--- config.mk ---
export PLATFORM = sky130hd
export DESIGN_NAME = vac_motion
export DESIGN_NICKNAME = d
export VERILOG_FILES = /design/src/hdl/vac_pkg.sv /design/src/hdl/vac_motion.sv
export SDC_FILE = /design/constraint.sdc
export NUM_CORES = 1
export LEC_CHECK = 0
export ABC_AREA = 0
export BUFFER_PORTS_ARGS = -buffer_cell sky130_fd_sc_hd__buf_4
export CORE_ASPECT_RATIO = 0.8
export CORE_MARGIN = 2
export CORE_UTILIZATION = 40
export DETAILED_ROUTE_END_ITERATION = 8
export SYNTH_ARGS = -nofsm -noshare
export SYNTH_HDL_FRONTEND = slang
export SYNTH_SLANG_ARGS = --single-unit
--- constraint.sdc ---
create_clock -name clk_i -period 6.03 [get_ports clk_i]
set_input_delay 0.3015 -clock clk_i [delete_from_list [all_inputs] [get_ports clk_i]]
set_output_delay 0.3015 -clock clk_i [all_outputs]
set_load 0.005 [all_outputs]
--- src/hdl/vac_pkg.sv ---
// constants, register map and types for the valve actuator motion control block
`default_nettype none
package vac_pkg;
  localparam int CLK_HZ      = 25_000_000;
  localparam int CLK_NS      = 1_000_000_000 / CLK_HZ;
  localparam int MS_NS       = 1_000_000;
  localparam int MS_CYC_DEF  = MS_NS / CLK_NS;
  localparam int HOUR_MS_DEF = 3_600_000;

  localparam logic [7:0] A_CTRL   = 8'h00;
  localparam logic [7:0] A_PBAND  = 8'h04;
  localparam logic [7:0] A_DBAND  = 8'h08;
  localparam logic [7:0] A_PRESET = 8'h0c;
  localparam logic [7:0] A_DELAY  = 8'h10;
  localparam logic [7:0] A_PLIM   = 8'h14;
  localparam logic [7:0] A_PON    = 8'h18;
  localparam logic [7:0] A_POFF   = 8'h1c;
  localparam logic [7:0] A_SPEED  = 8'h20;
  localparam logic [7:0] A_SLEEP  = 8'h24;
  localparam logic [7:0] A_MISM   = 8'h28;
  localparam logic [7:0] A_STATUS = 8'h2c;

  localparam int C_POL  = 0;
  localparam int C_LOSS = 1;
  localparam int C_PO   = 3;
  localparam int C_PC   = 4;
  localparam int C_ESD  = 5;
  localparam logic [7:0] CTRL_DEF = 8'h22;

  // travel in tenths of a percent; delay, pulse, sleep and mismatch limits in their timer units
  localparam logic [9:0] FULL     = 10'h3e8;
  localparam logic [9:0] ZERO     = 10'h000;
  localparam logic [9:0] PB_MIN   = 10'h001;
  localparam logic [9:0] PB_DEF   = 10'h096;
  localparam logic [9:0] DB_DEF   = 10'h014;
  localparam logic [9:0] EXT_LO   = 10'h014;
  localparam logic [9:0] EXT_HI   = 10'h3d4;
  localparam logic [9:0] PLIM_MIN = 10'h005;
  localparam logic [9:0] PLIM_MAX = 10'h3de;
  localparam logic [9:0] DLY_MAX  = 10'h03c;
  localparam logic [9:0] ON_MIN   = 10'h001;
  localparam logic [9:0] ON_MAX   = 10'h028;
  localparam logic [9:0] OFF_MIN  = 10'h001;
  localparam logic [9:0] OFF_MAX  = 10'h0c8;
  localparam logic [9:0] LIM_MAX  = 10'h3ff;
  localparam logic [9:0] SLEEP_DEF = 10'h01e;
  localparam logic [9:0] MISM_DEF = 10'h032;

  localparam logic [17:0] HALF_MS    = 18'h001f4;
  localparam logic [17:0] SEC_MS     = 18'h003e8;
  localparam logic [17:0] APP_ON_MS  = 18'h001f4;
  localparam logic [17:0] APP_OFF_MS = 18'h003e8;
  localparam logic [9:0]  ESD_IGN_MS   = 10'h064;
  localparam logic [9:0]  ESD_QUAL_MS  = 10'h190;
  localparam logic [9:0]  ESD_LATCH_MS = 10'h320;

  typedef enum logic [1:0] {
    ACT_OPEN = 2'h0, ACT_CLOSE = 2'h1, ACT_STOP = 2'h2, ACT_PRESET = 2'h3
  } vac_act_t;

  typedef enum logic [3:0] {
    ST_IDLE = 4'h1, ST_RUN = 4'h2, ST_PAUSE = 4'h4, ST_DELAY = 4'h8
  } vac_state_t;
endpackage
`default_nettype wire

--- src/hdl/vac_motion.sv ---
// valve actuator positioner, pulse timer, display sleep and shutdown latch
//
// Summary of operation
// - proportional band 0.1 to 100 percent, default 15
// - dead band stops motion, default 2 percent
// - polarity selects 20 mA as open or closed
// - command loss: open, close, stop or preset
// - stop delay 0 to 60 s before moving
// - follow command, pulse near set-point
// - end zones driven straight without pulsing; here an enabled pulse timer still pulses them inside its region
// - pulse timer enabled per direction
// - pulse region limited to 99 percent travel
// - run time 0.5 to 20 s, half-second steps
// - pause time 1 to 200 s, one-second steps
// - open and close speeds set independently
// - ride-through only after one hour powered
// - on stored energy, display sleeps after idle
// - knob open or handwheel wakes the display
// - redundant pairs act only when both active
// - shutdown pulse without stroke enable latches shutdown
// - ignore under 100 ms, latch past 800 ms
// - latch holds until release given
// - both release inputs clear the latch
// - faulted release pair never clears latch
// - release pair ignored during stroke test
//
// Our own choices: the placing of the registers and register access over Wishbone.
`default_nettype none
module vac_motion
  import vac_pkg::*;
#(
  parameter int MS_CYC  = MS_CYC_DEF,
  parameter int HOUR_MS = HOUR_MS_DEF
) (
  input  wire logic        clk_i,
  input  wire logic        rst_i,
  input  wire logic [7:0]  adr_i,
  input  wire logic [31:0] dat_i,
  output var  logic [31:0] dat_o,
  input  wire logic        we_i,
  input  wire logic [3:0]  sel_i,
  input  wire logic        cyc_i,
  input  wire logic        stb_i,
  output var  logic        ack_o,
  input  wire logic [9:0]  cmd_i,
  input  wire logic        cmd_ok_i,
  input  wire logic [9:0]  pos_i,
  input  wire logic        esd_mom_i,
  input  wire logic        psd_en_a_i,
  input  wire logic        psd_en_b_i,
  input  wire logic        rel_a_i,
  input  wire logic        rel_b_i,
  input  wire logic        knob_open_i,
  input  wire logic        handwheel_i,
  input  wire logic        line_power_i,
  output var  logic        drive_open_o,
  output var  logic        drive_close_o,
  output var  logic [7:0]  speed_o,
  output var  logic        display_on_o,
  output var  logic        status_hold_o,
  output var  logic        esd_active_o,
  output var  logic        psd_test_o
);

  function automatic logic [31:0] wmerge(input logic [31:0] o, input logic [31:0] n,
                                         input logic [3:0] s);
    for (int i = 0; i < 4; i++) wmerge[8*i+:8] = s[i] ? n[8*i+:8] : o[8*i+:8];
  endfunction

  function automatic logic [9:0] clamp(input logic [9:0] v, input logic [9:0] lo,
                                       input logic [9:0] hi);
    return (v < lo) ? lo : ((v > hi) ? hi : v);
  endfunction

  logic [7:0]  s1, s2;
  logic        esd_s, psd_a_s, psd_b_s, rel_a_s, rel_b_s, knob_s, hand_s, line_s;
  logic [7:0]  ctrl, spd_open, spd_close;
  logic [9:0]  pband, dband, preset, dly, plim, pon, poff, sleep, mism;
  logic [31:0] rdv, wd;
  logic        req, wr;
  logic [15:0] ms_cnt;
  logic        ms_tick;
  vac_state_t  state, next_state;
  logic        dir, next_dir;
  logic [17:0] tmr, on_ms, off_ms;
  logic [9:0]  tgt;
  logic signed [10:0] err, aerr;
  logic        hold, ext, approach, tst, pulsed, want_o, want_c, want_d;
  logic [9:0]  esd_cnt;
  logic        esd_hit, esd_latch, psd_test, psd_ok, rel_ok;
  logic [1:0]  pa, pb, fault;
  logic [9:0]  mis_cnt [2];
  logic [21:0] pwr_cnt;
  logic        ride_ok, wake;
  logic [9:0]  pos_q;
  logic [17:0] idle_ms;

  // pins come from outside the clock domain
  always_ff @(posedge clk_i) begin
    s1 <= {line_power_i, handwheel_i, knob_open_i, rel_b_i, rel_a_i,
           psd_en_b_i, psd_en_a_i, esd_mom_i};
    s2 <= s1;
  end
  assign {line_s, hand_s, knob_s, rel_b_s, rel_a_s, psd_b_s, psd_a_s, esd_s} = s2;

  // wishbone slave: one wait state, unmapped reads zero, writes dropped
  assign req = cyc_i && stb_i && !ack_o;
  assign wr  = req && we_i;
  assign wd  = wmerge(rdv, dat_i, sel_i);

  always_comb begin
    case (adr_i)
      A_CTRL:   rdv = {24'h000000, ctrl};
      A_PBAND:  rdv = {22'h000000, pband};
      A_DBAND:  rdv = {22'h000000, dband};
      A_PRESET: rdv = {22'h000000, preset};
      A_DELAY:  rdv = {22'h000000, dly};
      A_PLIM:   rdv = {22'h000000, plim};
      A_PON:    rdv = {22'h000000, pon};
      A_POFF:   rdv = {22'h000000, poff};
      A_SPEED:  rdv = {16'h0000, spd_close, spd_open};
      A_SLEEP:  rdv = {22'h000000, sleep};
      A_MISM:   rdv = {22'h000000, mism};
      A_STATUS: rdv = {6'h00, pos_i, 8'h00, esd_latch, psd_test, fault, ride_ok,
                       display_on_o, drive_close_o, drive_open_o};
      default:  rdv = 32'h00000000;
    endcase
  end

  always_ff @(posedge clk_i) begin
    if (rst_i) begin
      ack_o <= 1'b0;
      dat_o <= 32'h00000000;
    end else begin
      ack_o <= req;
      if (req) dat_o <= rdv;
    end
  end

  // settings clamp to their legal ranges on write
  always_ff @(posedge clk_i) begin
    if (rst_i) begin
      ctrl      <= CTRL_DEF;
      pband     <= PB_DEF;
      dband     <= DB_DEF;
      preset    <= ZERO;
      dly       <= ZERO;
      plim      <= PLIM_MAX;
      pon       <= ON_MIN;
      poff      <= OFF_MIN;
      spd_open  <= 8'hff;
      spd_close <= 8'hff;
      sleep     <= SLEEP_DEF;
      mism      <= MISM_DEF;
    end else if (wr) begin
      case (adr_i)
        A_CTRL:   ctrl   <= wd[7:0];
        A_PBAND:  pband  <= clamp(wd[9:0], PB_MIN, FULL);
        A_DBAND:  dband  <= clamp(wd[9:0], ZERO, FULL);
        A_PRESET: preset <= clamp(wd[9:0], ZERO, FULL);
        A_DELAY:  dly    <= clamp(wd[9:0], ZERO, DLY_MAX);
        A_PLIM:   plim   <= clamp(wd[9:0], PLIM_MIN, PLIM_MAX);
        A_PON:    pon    <= clamp(wd[9:0], ON_MIN, ON_MAX);
        A_POFF:   poff   <= clamp(wd[9:0], OFF_MIN, OFF_MAX);
        A_SPEED: begin
          spd_open  <= wd[7:0];
          spd_close <= wd[15:8];
        end
        A_SLEEP:  sleep  <= wd[9:0];
        A_MISM:   mism   <= wd[9:0];
        default: ;
      endcase
    end
  end

  // millisecond time base for every timer
  always_ff @(posedge clk_i) begin
    if (rst_i || ms_cnt == 16'(MS_CYC - 1)) ms_cnt <= 16'h0000;
    else ms_cnt <= ms_cnt + 16'h0001;
  end
  always_ff @(posedge clk_i) begin
    if (rst_i) ms_tick <= 1'b0;
    else ms_tick <= (ms_cnt == 16'(MS_CYC - 1));
  end

  // target selection and motion demand
  always_comb begin
    tgt  = ctrl[C_POL] ? FULL - cmd_i : cmd_i;
    hold = 1'b0;
    if (esd_latch || psd_test) begin
      case (vac_act_t'(ctrl[C_ESD+:2]))
        ACT_OPEN:  tgt = FULL;
        ACT_CLOSE: tgt = ZERO;
        default:   hold = 1'b1;
      endcase
    end else if (!cmd_ok_i) begin
      case (vac_act_t'(ctrl[C_LOSS+:2]))
        ACT_OPEN:   tgt = FULL;
        ACT_CLOSE:  tgt = ZERO;
        ACT_PRESET: tgt = preset;
        default:    hold = 1'b1;
      endcase
    end
    err  = $signed({1'b0, tgt}) - $signed({1'b0, pos_i});
    aerr = err[10] ? -err : err;
    // shutdown drives straight to its end like an end-zone command
    ext  = (tgt <= EXT_LO) || (tgt >= EXT_HI) || esd_latch || psd_test;
    want_o = !hold && !err[10] && err != 11'sh000
             && (ext || aerr > $signed({1'b0, dband}));
    want_c = !hold && err[10] && (ext || aerr > $signed({1'b0, dband}));
    want_d = dir ? want_o : want_c;
    approach = !ext && aerr < $signed({1'b0, pband});
    tst = ctrl[dir ? C_PO : C_PC] && pos_i >= PLIM_MIN && pos_i <= plim
          && !esd_latch && !psd_test;
    pulsed = approach || tst;
    on_ms  = tst ? 18'(pon) * HALF_MS : APP_ON_MS;
    off_ms = tst ? 18'(poff) * SEC_MS : APP_OFF_MS;
  end

  always_comb begin
    next_state = state;
    next_dir   = dir;
    case (state)
      ST_IDLE: begin
        if (want_o || want_c) begin
          next_state = ST_RUN;
          next_dir   = want_o;
        end
      end
      ST_RUN: begin
        // a reversal always passes through ST_DELAY; the shutdown latch leaves it at once
        if (!want_d) next_state = ST_DELAY;
        else if (pulsed && tmr >= on_ms) next_state = ST_PAUSE;
      end
      ST_PAUSE: begin
        if (!want_d) next_state = ST_DELAY;
        else if (tmr >= off_ms) next_state = ST_RUN;
      end
      ST_DELAY: begin
        // shutdown must not wait out the stop delay
        if (tmr >= 18'(dly) * SEC_MS || esd_latch) next_state = ST_IDLE;
      end
      default: next_state = ST_IDLE;
    endcase
  end

  always_ff @(posedge clk_i) begin
    if (rst_i) begin
      state         <= ST_IDLE;
      dir           <= 1'b0;
      drive_open_o  <= 1'b0;
      drive_close_o <= 1'b0;
      speed_o       <= 8'h00;
    end else begin
      state         <= next_state;
      dir           <= next_dir;
      drive_open_o  <= next_state == ST_RUN && next_dir;
      drive_close_o <= next_state == ST_RUN && !next_dir;
      speed_o       <= next_dir ? spd_open : spd_close;
    end
  end

  always_ff @(posedge clk_i) begin
    if (rst_i || next_state != state) tmr <= 18'h00000;
    else if (ms_tick) tmr <= tmr + 18'h00001;
  end

  // redundant pairs: disagreement held past the interval is a fault
  assign pa = {rel_a_s, psd_a_s};
  assign pb = {rel_b_s, psd_b_s};
  for (genvar g = 0; g < 2; g++) begin : g_pair
    always_ff @(posedge clk_i) begin
      if (rst_i || pa[g] == pb[g]) begin
        mis_cnt[g] <= ZERO;
        fault[g]   <= 1'b0;
      end else begin
        if (ms_tick && mis_cnt[g] != LIM_MAX) mis_cnt[g] <= mis_cnt[g] + 10'h001;
        fault[g] <= mis_cnt[g] >= mism;
      end
    end
  end
  assign psd_ok = psd_a_s && psd_b_s && !fault[0];
  assign rel_ok = rel_a_s && rel_b_s && !fault[1];

  // shutdown input qualifies once, at a single threshold
  always_ff @(posedge clk_i) begin
    if (rst_i || !esd_s) esd_cnt <= ZERO;
    else if (ms_tick && esd_cnt != ESD_QUAL_MS) esd_cnt <= esd_cnt + 10'h001;
  end
  assign esd_hit = esd_s && ms_tick && esd_cnt == ESD_QUAL_MS - 10'h001;

  always_ff @(posedge clk_i) begin
    if (rst_i) esd_latch <= 1'b0;
    else if (esd_hit && !psd_ok) esd_latch <= 1'b1;
    else if (rel_ok) esd_latch <= 1'b0;
  end

  always_ff @(posedge clk_i) begin
    if (rst_i) psd_test <= 1'b0;
    else if (esd_hit && psd_ok) psd_test <= 1'b1;
    else if (!psd_ok) psd_test <= 1'b0;
  end

  always_ff @(posedge clk_i) begin
    if (rst_i) begin
      esd_active_o <= 1'b0;
      psd_test_o   <= 1'b0;
    end else begin
      esd_active_o <= esd_latch;
      psd_test_o   <= psd_test;
    end
  end

  // stored-energy ride-through and display sleep
  always_ff @(posedge clk_i) begin
    if (rst_i || !line_s) pwr_cnt <= 22'h000000;
    else if (ms_tick && pwr_cnt != 22'(HOUR_MS)) pwr_cnt <= pwr_cnt + 22'h000001;
  end

  always_ff @(posedge clk_i) begin
    if (rst_i) begin
      ride_ok       <= 1'b0;
      status_hold_o <= 1'b0;
    end else begin
      if (line_s) ride_ok <= pwr_cnt == 22'(HOUR_MS);
      status_hold_o <= line_s || ride_ok;
    end
  end

  // a position change with the motor off is handwheel motion
  always_ff @(posedge clk_i) begin
    if (rst_i) pos_q <= ZERO;
    else pos_q <= pos_i;
  end
  assign wake = knob_s || hand_s
                || (pos_q != pos_i && !drive_open_o && !drive_close_o);

  always_ff @(posedge clk_i) begin
    if (rst_i || line_s || wake) idle_ms <= 18'h00000;
    else if (ms_tick && idle_ms != 18'h3ffff) idle_ms <= idle_ms + 18'h00001;
  end

  always_ff @(posedge clk_i) begin
    if (rst_i) display_on_o <= 1'b1;
    else display_on_o <= line_s || idle_ms < 18'(sleep) * SEC_MS;
  end
endmodule
`default_nettype wire

# Word level (Yosys, flattened, before mapping)
# Memories as Yosys holds them, arrays and structs flattened.
# Cells that the tools add are included.
dict set report totals {
  regBits 282
  rom_bits 0
  inputBits 78
  ram_bits 20
  n_memories 1
  word_cells 247
  latchBits 0
}
# memory depth word_bits read_ports rd_clocked_by_memory_dff wr line_no
set mem_list {}
lappend mem_list {mis_cnt 2 10 2 0 2 vac_motion.sv:92} ;# logic [9:0] mis_cnt [2];
dict set report op_classes {
  mul 4
  order_cmp 21
  n_bitwise 2
  n_addsub 10
  n_reduce_logical 83
  shift 0
  eq_ne 32
  div 0
  muxes 57
}
# op count
set ops {}
lappend ops {{$pmux W26 S12} 1}
lappend ops {{$mux W10} 16}
lappend ops {{$ge A18 B18 Y1} 3}
lappend ops {{$mul A10 B7 Y15 const B} 3}
lappend ops {{$add A18 B1 Y18 const B} 2}
lappend ops {{$mux W18} 2}
lappend ops {{$eq A8 B5 Y1 const B} 4}
lappend ops {{$eq A8 B6 Y1 const B} 4}
lappend ops {{$logic_and A1 B1 Y1} 31}
lappend ops {{$add A10 B1 Y10 const B} 3}
lappend ops {{$pmux W10 S3} 1}
lappend ops {{$mux W4} 6}
lappend ops {{$mux W8} 3}
lappend ops {{$mux W1} 23}
lappend ops {{$add A22 B1 Y22 const B} 1}
lappend ops {{$eq A22 B22 Y1 const B} 1}
lappend ops {{$ne A22 B22 Y1 const B} 1}
lappend ops {{$reduce_and A2 Y1} 11}
lappend ops {{$ge A10 B10 Y1} 2}
lappend ops {{$gt A10 B10 Y1 const B} 2}
lappend ops {{$gt A10 B6 Y1 const B} 2}
lappend ops {{$logic_or A1 B1 Y1} 20}
lappend ops {{$lt A10 B1 Y1 const B} 2}
lappend ops {{$ne A10 B10 Y1 const B} 2}
lappend ops {{other kinds (44)} 63}

# Longest topological paths before layout
dict set report logic_depth {
  word_depth 18
  depth_mapped 28
  ltp_nobuf 27
}

# Worst setup path before layout
# Ideal clock, no wire load.
dict set report synth_timing {
  path_type {reg-to-reg}
  start {register pon[2]}
  end {register tmr[10]}
  path_buffers 1
  slack_ns -0.170
  synth_period_minus_slack_ns 6.200
  arrival_ns 6.104
  path_stages_with_launch 28
  setup_time_ns 0.096
  cell_sequence {dfxtp_1 > inv_1 > fa_1 > fa_1 > inv_1 > fa_1 > inv_1 > fa_1 > inv_1 > ha_1 > inv_1 > o21bai_1 > a21oi_1 > o21bai_1 > a21oi_1 > o21ai_0 > o41ai_1 > xnor2_1 > nand2_1 > ha_1 > o21a_1 > o311a_1 > o21ai_0 > or4_1 > a211oi_2 > xor2_2 > buf_6 > nor4b_1}
}
dict set report synth_via {
  elab_chain_cells 9
}
# item line_no
set synth_rtl {}
lappend synth_rtl {{start: declaration} vac_motion.sv:78} ;# logic [9:0] pband, dband, preset, dly, plim, pon, poff, sleep, mism;
lappend synth_rtl {{start signal: assignment} vac_motion.sv:163} ;# A_PON: pon <= clamp(wd[9:0], ON_MIN, ON_MAX);
lappend synth_rtl {{$mul A10 B7 Y16} vac_motion.sv:216} ;# on_ms = tst ? 18'(pon) * HALF_MS : APP_ON_MS;
lappend synth_rtl {{$mux W18} vac_motion.sv:216}
lappend synth_rtl {{$ge A18 B18 Y1} vac_motion.sv:233} ;# else if (pulsed && tmr >= on_ms) next_state = ST_PAUSE;
lappend synth_rtl {{$logic_and A1 B1 Y1} vac_motion.sv:233}
lappend synth_rtl {{$mux W4} vac_motion.sv:233}
lappend synth_rtl {{$mux W4} vac_motion.sv:232} ;# if (!want_d) next_state = ST_DELAY;
lappend synth_rtl {{$pmux W4 S4} vac_motion.sv:223} ;# case (state)
lappend synth_rtl {{$ne A4 B4 Y1} vac_motion.sv:264} ;# if (rst_i || next_state != state) tmr <= 18'h00000;
lappend synth_rtl {{$logic_or A1 B1 Y1} vac_motion.sv:264}
lappend synth_rtl {{end signal: assignment} vac_motion.sv:265} ;# else if (ms_tick) tmr <= tmr + 18'h00001;
lappend synth_rtl {{end: declaration} vac_motion.sv:85} ;# logic [17:0] tmr, on_ms, off_ms;
# Every way passes these cells.
# A chain may end at the register's enable or synchronous reset.

# Final worst setup path
dict set report layout_timing {
  start {register pon[0]}
  end {register tmr[13]}
}
# Same word-level chain as after synthesis.

==> impl_results.md <==
- Fin area: 26500 sq um
- Routed vias: between 15000 and 20000
- Vias per std cell: 5.45
- Clk_lat worst skew: slightly below 600 ps
- Crit. End Element: flip-flop
- Fin crit share: 107%
- Worst setup margin: -449 ps
- Unique masters post-synth: 94
- Largest net degree at the start of global routing: 76
- R2R setup slack: -450 ps
- Total Power: 5360 uW
- Drt first pass iters: 9
- Pre-CTS setup slack: -646 ps
- CP endpoint: tmr[13]
- CTS max path bufs: 3
- Number of enable flip-flop cells after synthesis: 20
- Num rows: between 70 and 80
- Min-Delay Path Class: in2reg
- Post-synth ARST share: 0%
- Crit path time final: 6480 ps
- Wire length of the first global-routing pass: 107 mm
- Setup violations, final: 18
- R2r worst-path depth: 28
- Sequential share of the synthesized area: 27.2%
- Congestion Overflow GR: 0
- Max-cap violations: 0
- Clock sinks: between 200 and 300
- GP Congestion: between 0.9 and 1
- Fin Setup TNS: -6670 ps
- Initial core utilization: about two fifths
- Vias in the first global route: about 19000
- PortBufs: 100
- Setup crit start: pon[0]
- Slew headroom: between 10% and 20%
- Pins Over Slew Limit: 0
- Die Wd: approximately 270 microns
- WL/cell: slightly below 20 microns
- # IOs: roughly 130
- GRT Resource Usage Total: around a quarter
- Worst path required time: 6490 ps
- Mapped Cells: 2517
- Area after DPL: 24800 sq um
- Detailed router's first-iteration violation count: 1516
- Core ar.: between 50000 and 60000 sq um
- Failing checks: negative setup slack
- Slowest stage delay, CP: roughly 580 ps
- Nets: roughly 3200
- Reg-to-reg endpoint: tmr[13]
- HPWL Detailed: approximately 53 mm
- Layout area overhead: 17.8%
- CP Max Fanout: 9
- Status: finished with violations
- Final WL: 68.5 mm
- Most used cell, CP: fa_1
- Tightest Pin Transition: about 1300 ps
- CTS tree: yes
- Synth Cell Area: 22500 sq um
- Syn avg cell area: a little under 9 sq um
- RSZ-0062 raised after global routing: yes
- CP startpoint kind: flip-flop
- Max Freq: 154 MHz
- Fill cell count: 5318
- Total CTS buffers: 35
- Worst r2r src: pon[0]
- Antenna violations before repair: 4
- H-tree levels: 2
- Reg clk slew, reported paths: around 60 ps
- P_leak: 0.0120 uW
- Clk Tree Root Cell: clkbuf_16
- Worst vdd ir: 147 uV
- Flops & latches, synth: 296
- Post-route ant nets: 0
- Share of layout cells above drive strength 1: 13.9%
- Critical path type: reg2reg
- Main flop type after synthesis: dfxtp_1
- Final hold vios: 0
- Die height: ~220 microns
- Critical-path top delay cell: fa_1
- Area of the die: 58200 sq um
- Setup Skew: about 26 ps
- Ys Warns: 0
- Worst EP arrival: roughly 6900 ps
- DR DRC count: 0
- PwrDens: ~200 nW/um^2
[power breakdown]
group,internal [uW],switching (uW),leakage [uW]
registers,2050,74.1,0.00246
logic,424,553,0.00891
clock network,1330,932,0.000586
[per-stage QoR]
stage          utilization (%)  cells  hold WS, ps
4_1_cts                   47.3   3476         4.50
5_1_grt                   47.9   3484         18.3
6_report                  47.9   3485         25.3
2_1_floorplan                -   2522          310
3_3_place_gp              44.7   3397          315
3_5_place_dp              44.7   3397          312
[critical path, delay by kind of cell, from the launching register on]
kind	cells	cell delay (ps)
AOI/OAI and AO/OA	9	1350
xor gates and xnor gates	2	310
adders and majority gates	6	2700
buffers and inverters	5	450
DFF	1	330
and+or+nand+nor	6	1220
[state kept, by name (all words and copies together), names as in the netlist, 16 cells and up]
register / flops
idle_ms: 18
pwr_cnt: 22
ms_cnt: 16
mis_cnt: 20
dat_o: 26
tmr: 18
[placed cells by master, fill, tap and decap left out, drive strengths merged, types with 11 or more instances in the layout]
cell	n
o21ai	87
and2	14
dlygate4sd3	17
a22oi	19
o21a	11
fa	121
nand2b	24
nor2	242
a31oi	16
xnor2	92
and3	32
or3	16
a21oi	134
nand2	215
nor3	64
clkbuf	49
a22o	14
inv	225
mux2i	64
nand3	76
ha	266
buf	212
xor2	75
dfxtp	276
a211oi	12
nor2b	25
nand4	33
nor4b	23
o211ai	23
mux2	15
edfxtp	20
a21o	45
o21bai	12
[area by class of cell]
type / instances / area [sq um] / area share [%]
Tap cell: 750 / 938 / 3.54
Sequential cell: 296 / 6140 / 23.1
Multi-Input combinational cell: 1920 / 15600 / 58.7
Clock inverter: 13 / 209 / 0.788
Clock buffer: 48 / 985 / 3.71
Antenna cell: 4 / 10.0 / 0.0378
Timing Repair Buffer: 230 / 1830 / 6.91
Inverter: 224 / 841 / 3.17
[logic make-up (layout without fill, tap and decap cells)]
| logic type | after synthesis | count (layout) | synth area share, % |
|---|---|---|---|
| xor+xnor | 167 | 167 | 6.53 |
| fa+ha+maj | 387 | 387 | 25.6 |
| other cells | 1 | 10 | 0.0167 |
| buf+inv | 307 | 515 | 5.37 |
| compound gates | 457 | 458 | 13.5 |
| mux | 85 | 85 | 4.20 |
| simple gates | 817 | 817 | 17.6 |
| flops | 296 | 296 | 27.2 |
[layer usage]
metal / vias to the layer above / wire length (microns) / GRT usage (%)
li1: 9143 / - / -
met5: - / 0 / 0
met1: 9137 / 32900 / 34.2
met2: 627 / 28900 / 34.8
met4: 0 / 1260 / 5.57
met3: 79 / 5400 / 4.99
[synthesized netlist by cell type, types with 7 or more instances]
cell type	instances	share of area [%]
and2_1	14	0.39
buf_2	11	0.24
nand2_1	215	3.6
nor3_1	64	1.4
a21o_1	45	1.5
o21a_1	11	0.37
nand2b_1	24	0.67
edfxtp_1	20	2.7
nand3b_1	8	0.27
a31oi_1	16	0.44
a22o_1	14	0.55
xnor2_1	92	3.6
o21bai_1	12	0.40
a22oi_1	19	0.63
dfxtp_1	276	25
nor4b_1	20	0.78
mux2_2	15	0.75
o41ai_1	8	0.31
o22ai_1	9	0.25
fa_1	121	11
inv_1	223	3.7
nor2b_1	25	0.70
ha_1	266	15
o21ai_0	83	1.8
nor4_1	10	0.28
a21oi_1	134	3.0
and3_1	31	0.86
nand3_1	76	1.7
nand4_1	33	0.92
mux2i_1	64	2.8
clkbuf_1	59	0.98
buf_4	7	0.23
xor2_1	74	2.9
nor2_1	242	4.0
a211oi_1	11	0.37
or3_1	16	0.44
o211ai_1	22	0.73
[worst min path at each step]
stage	slack, ps	endpoint	cells after the start	from
floorplan	310	s2[0]	0	s1[0]
global placement	310	s2[1]	0	s1[1]
detailed placement	310	s2[2]	0	s1[2]
CTS	4	dat_o[20]	2	pos_i[4]
global route	20	dat_o[16]	2	pos_i[0]
finish	30	dat_o[21]	2	pos_i[5]
[repair_timing]
item	CTS	global route
cloned	0	3
hold buffers	17	0
setup buffers	1	2
setup endpoints to repair	22	31
resized for setup	13	51
hold endpoints to repair	17	0
pin swaps	6	10
No activity file was read; power rests on OpenSTA's default activity.
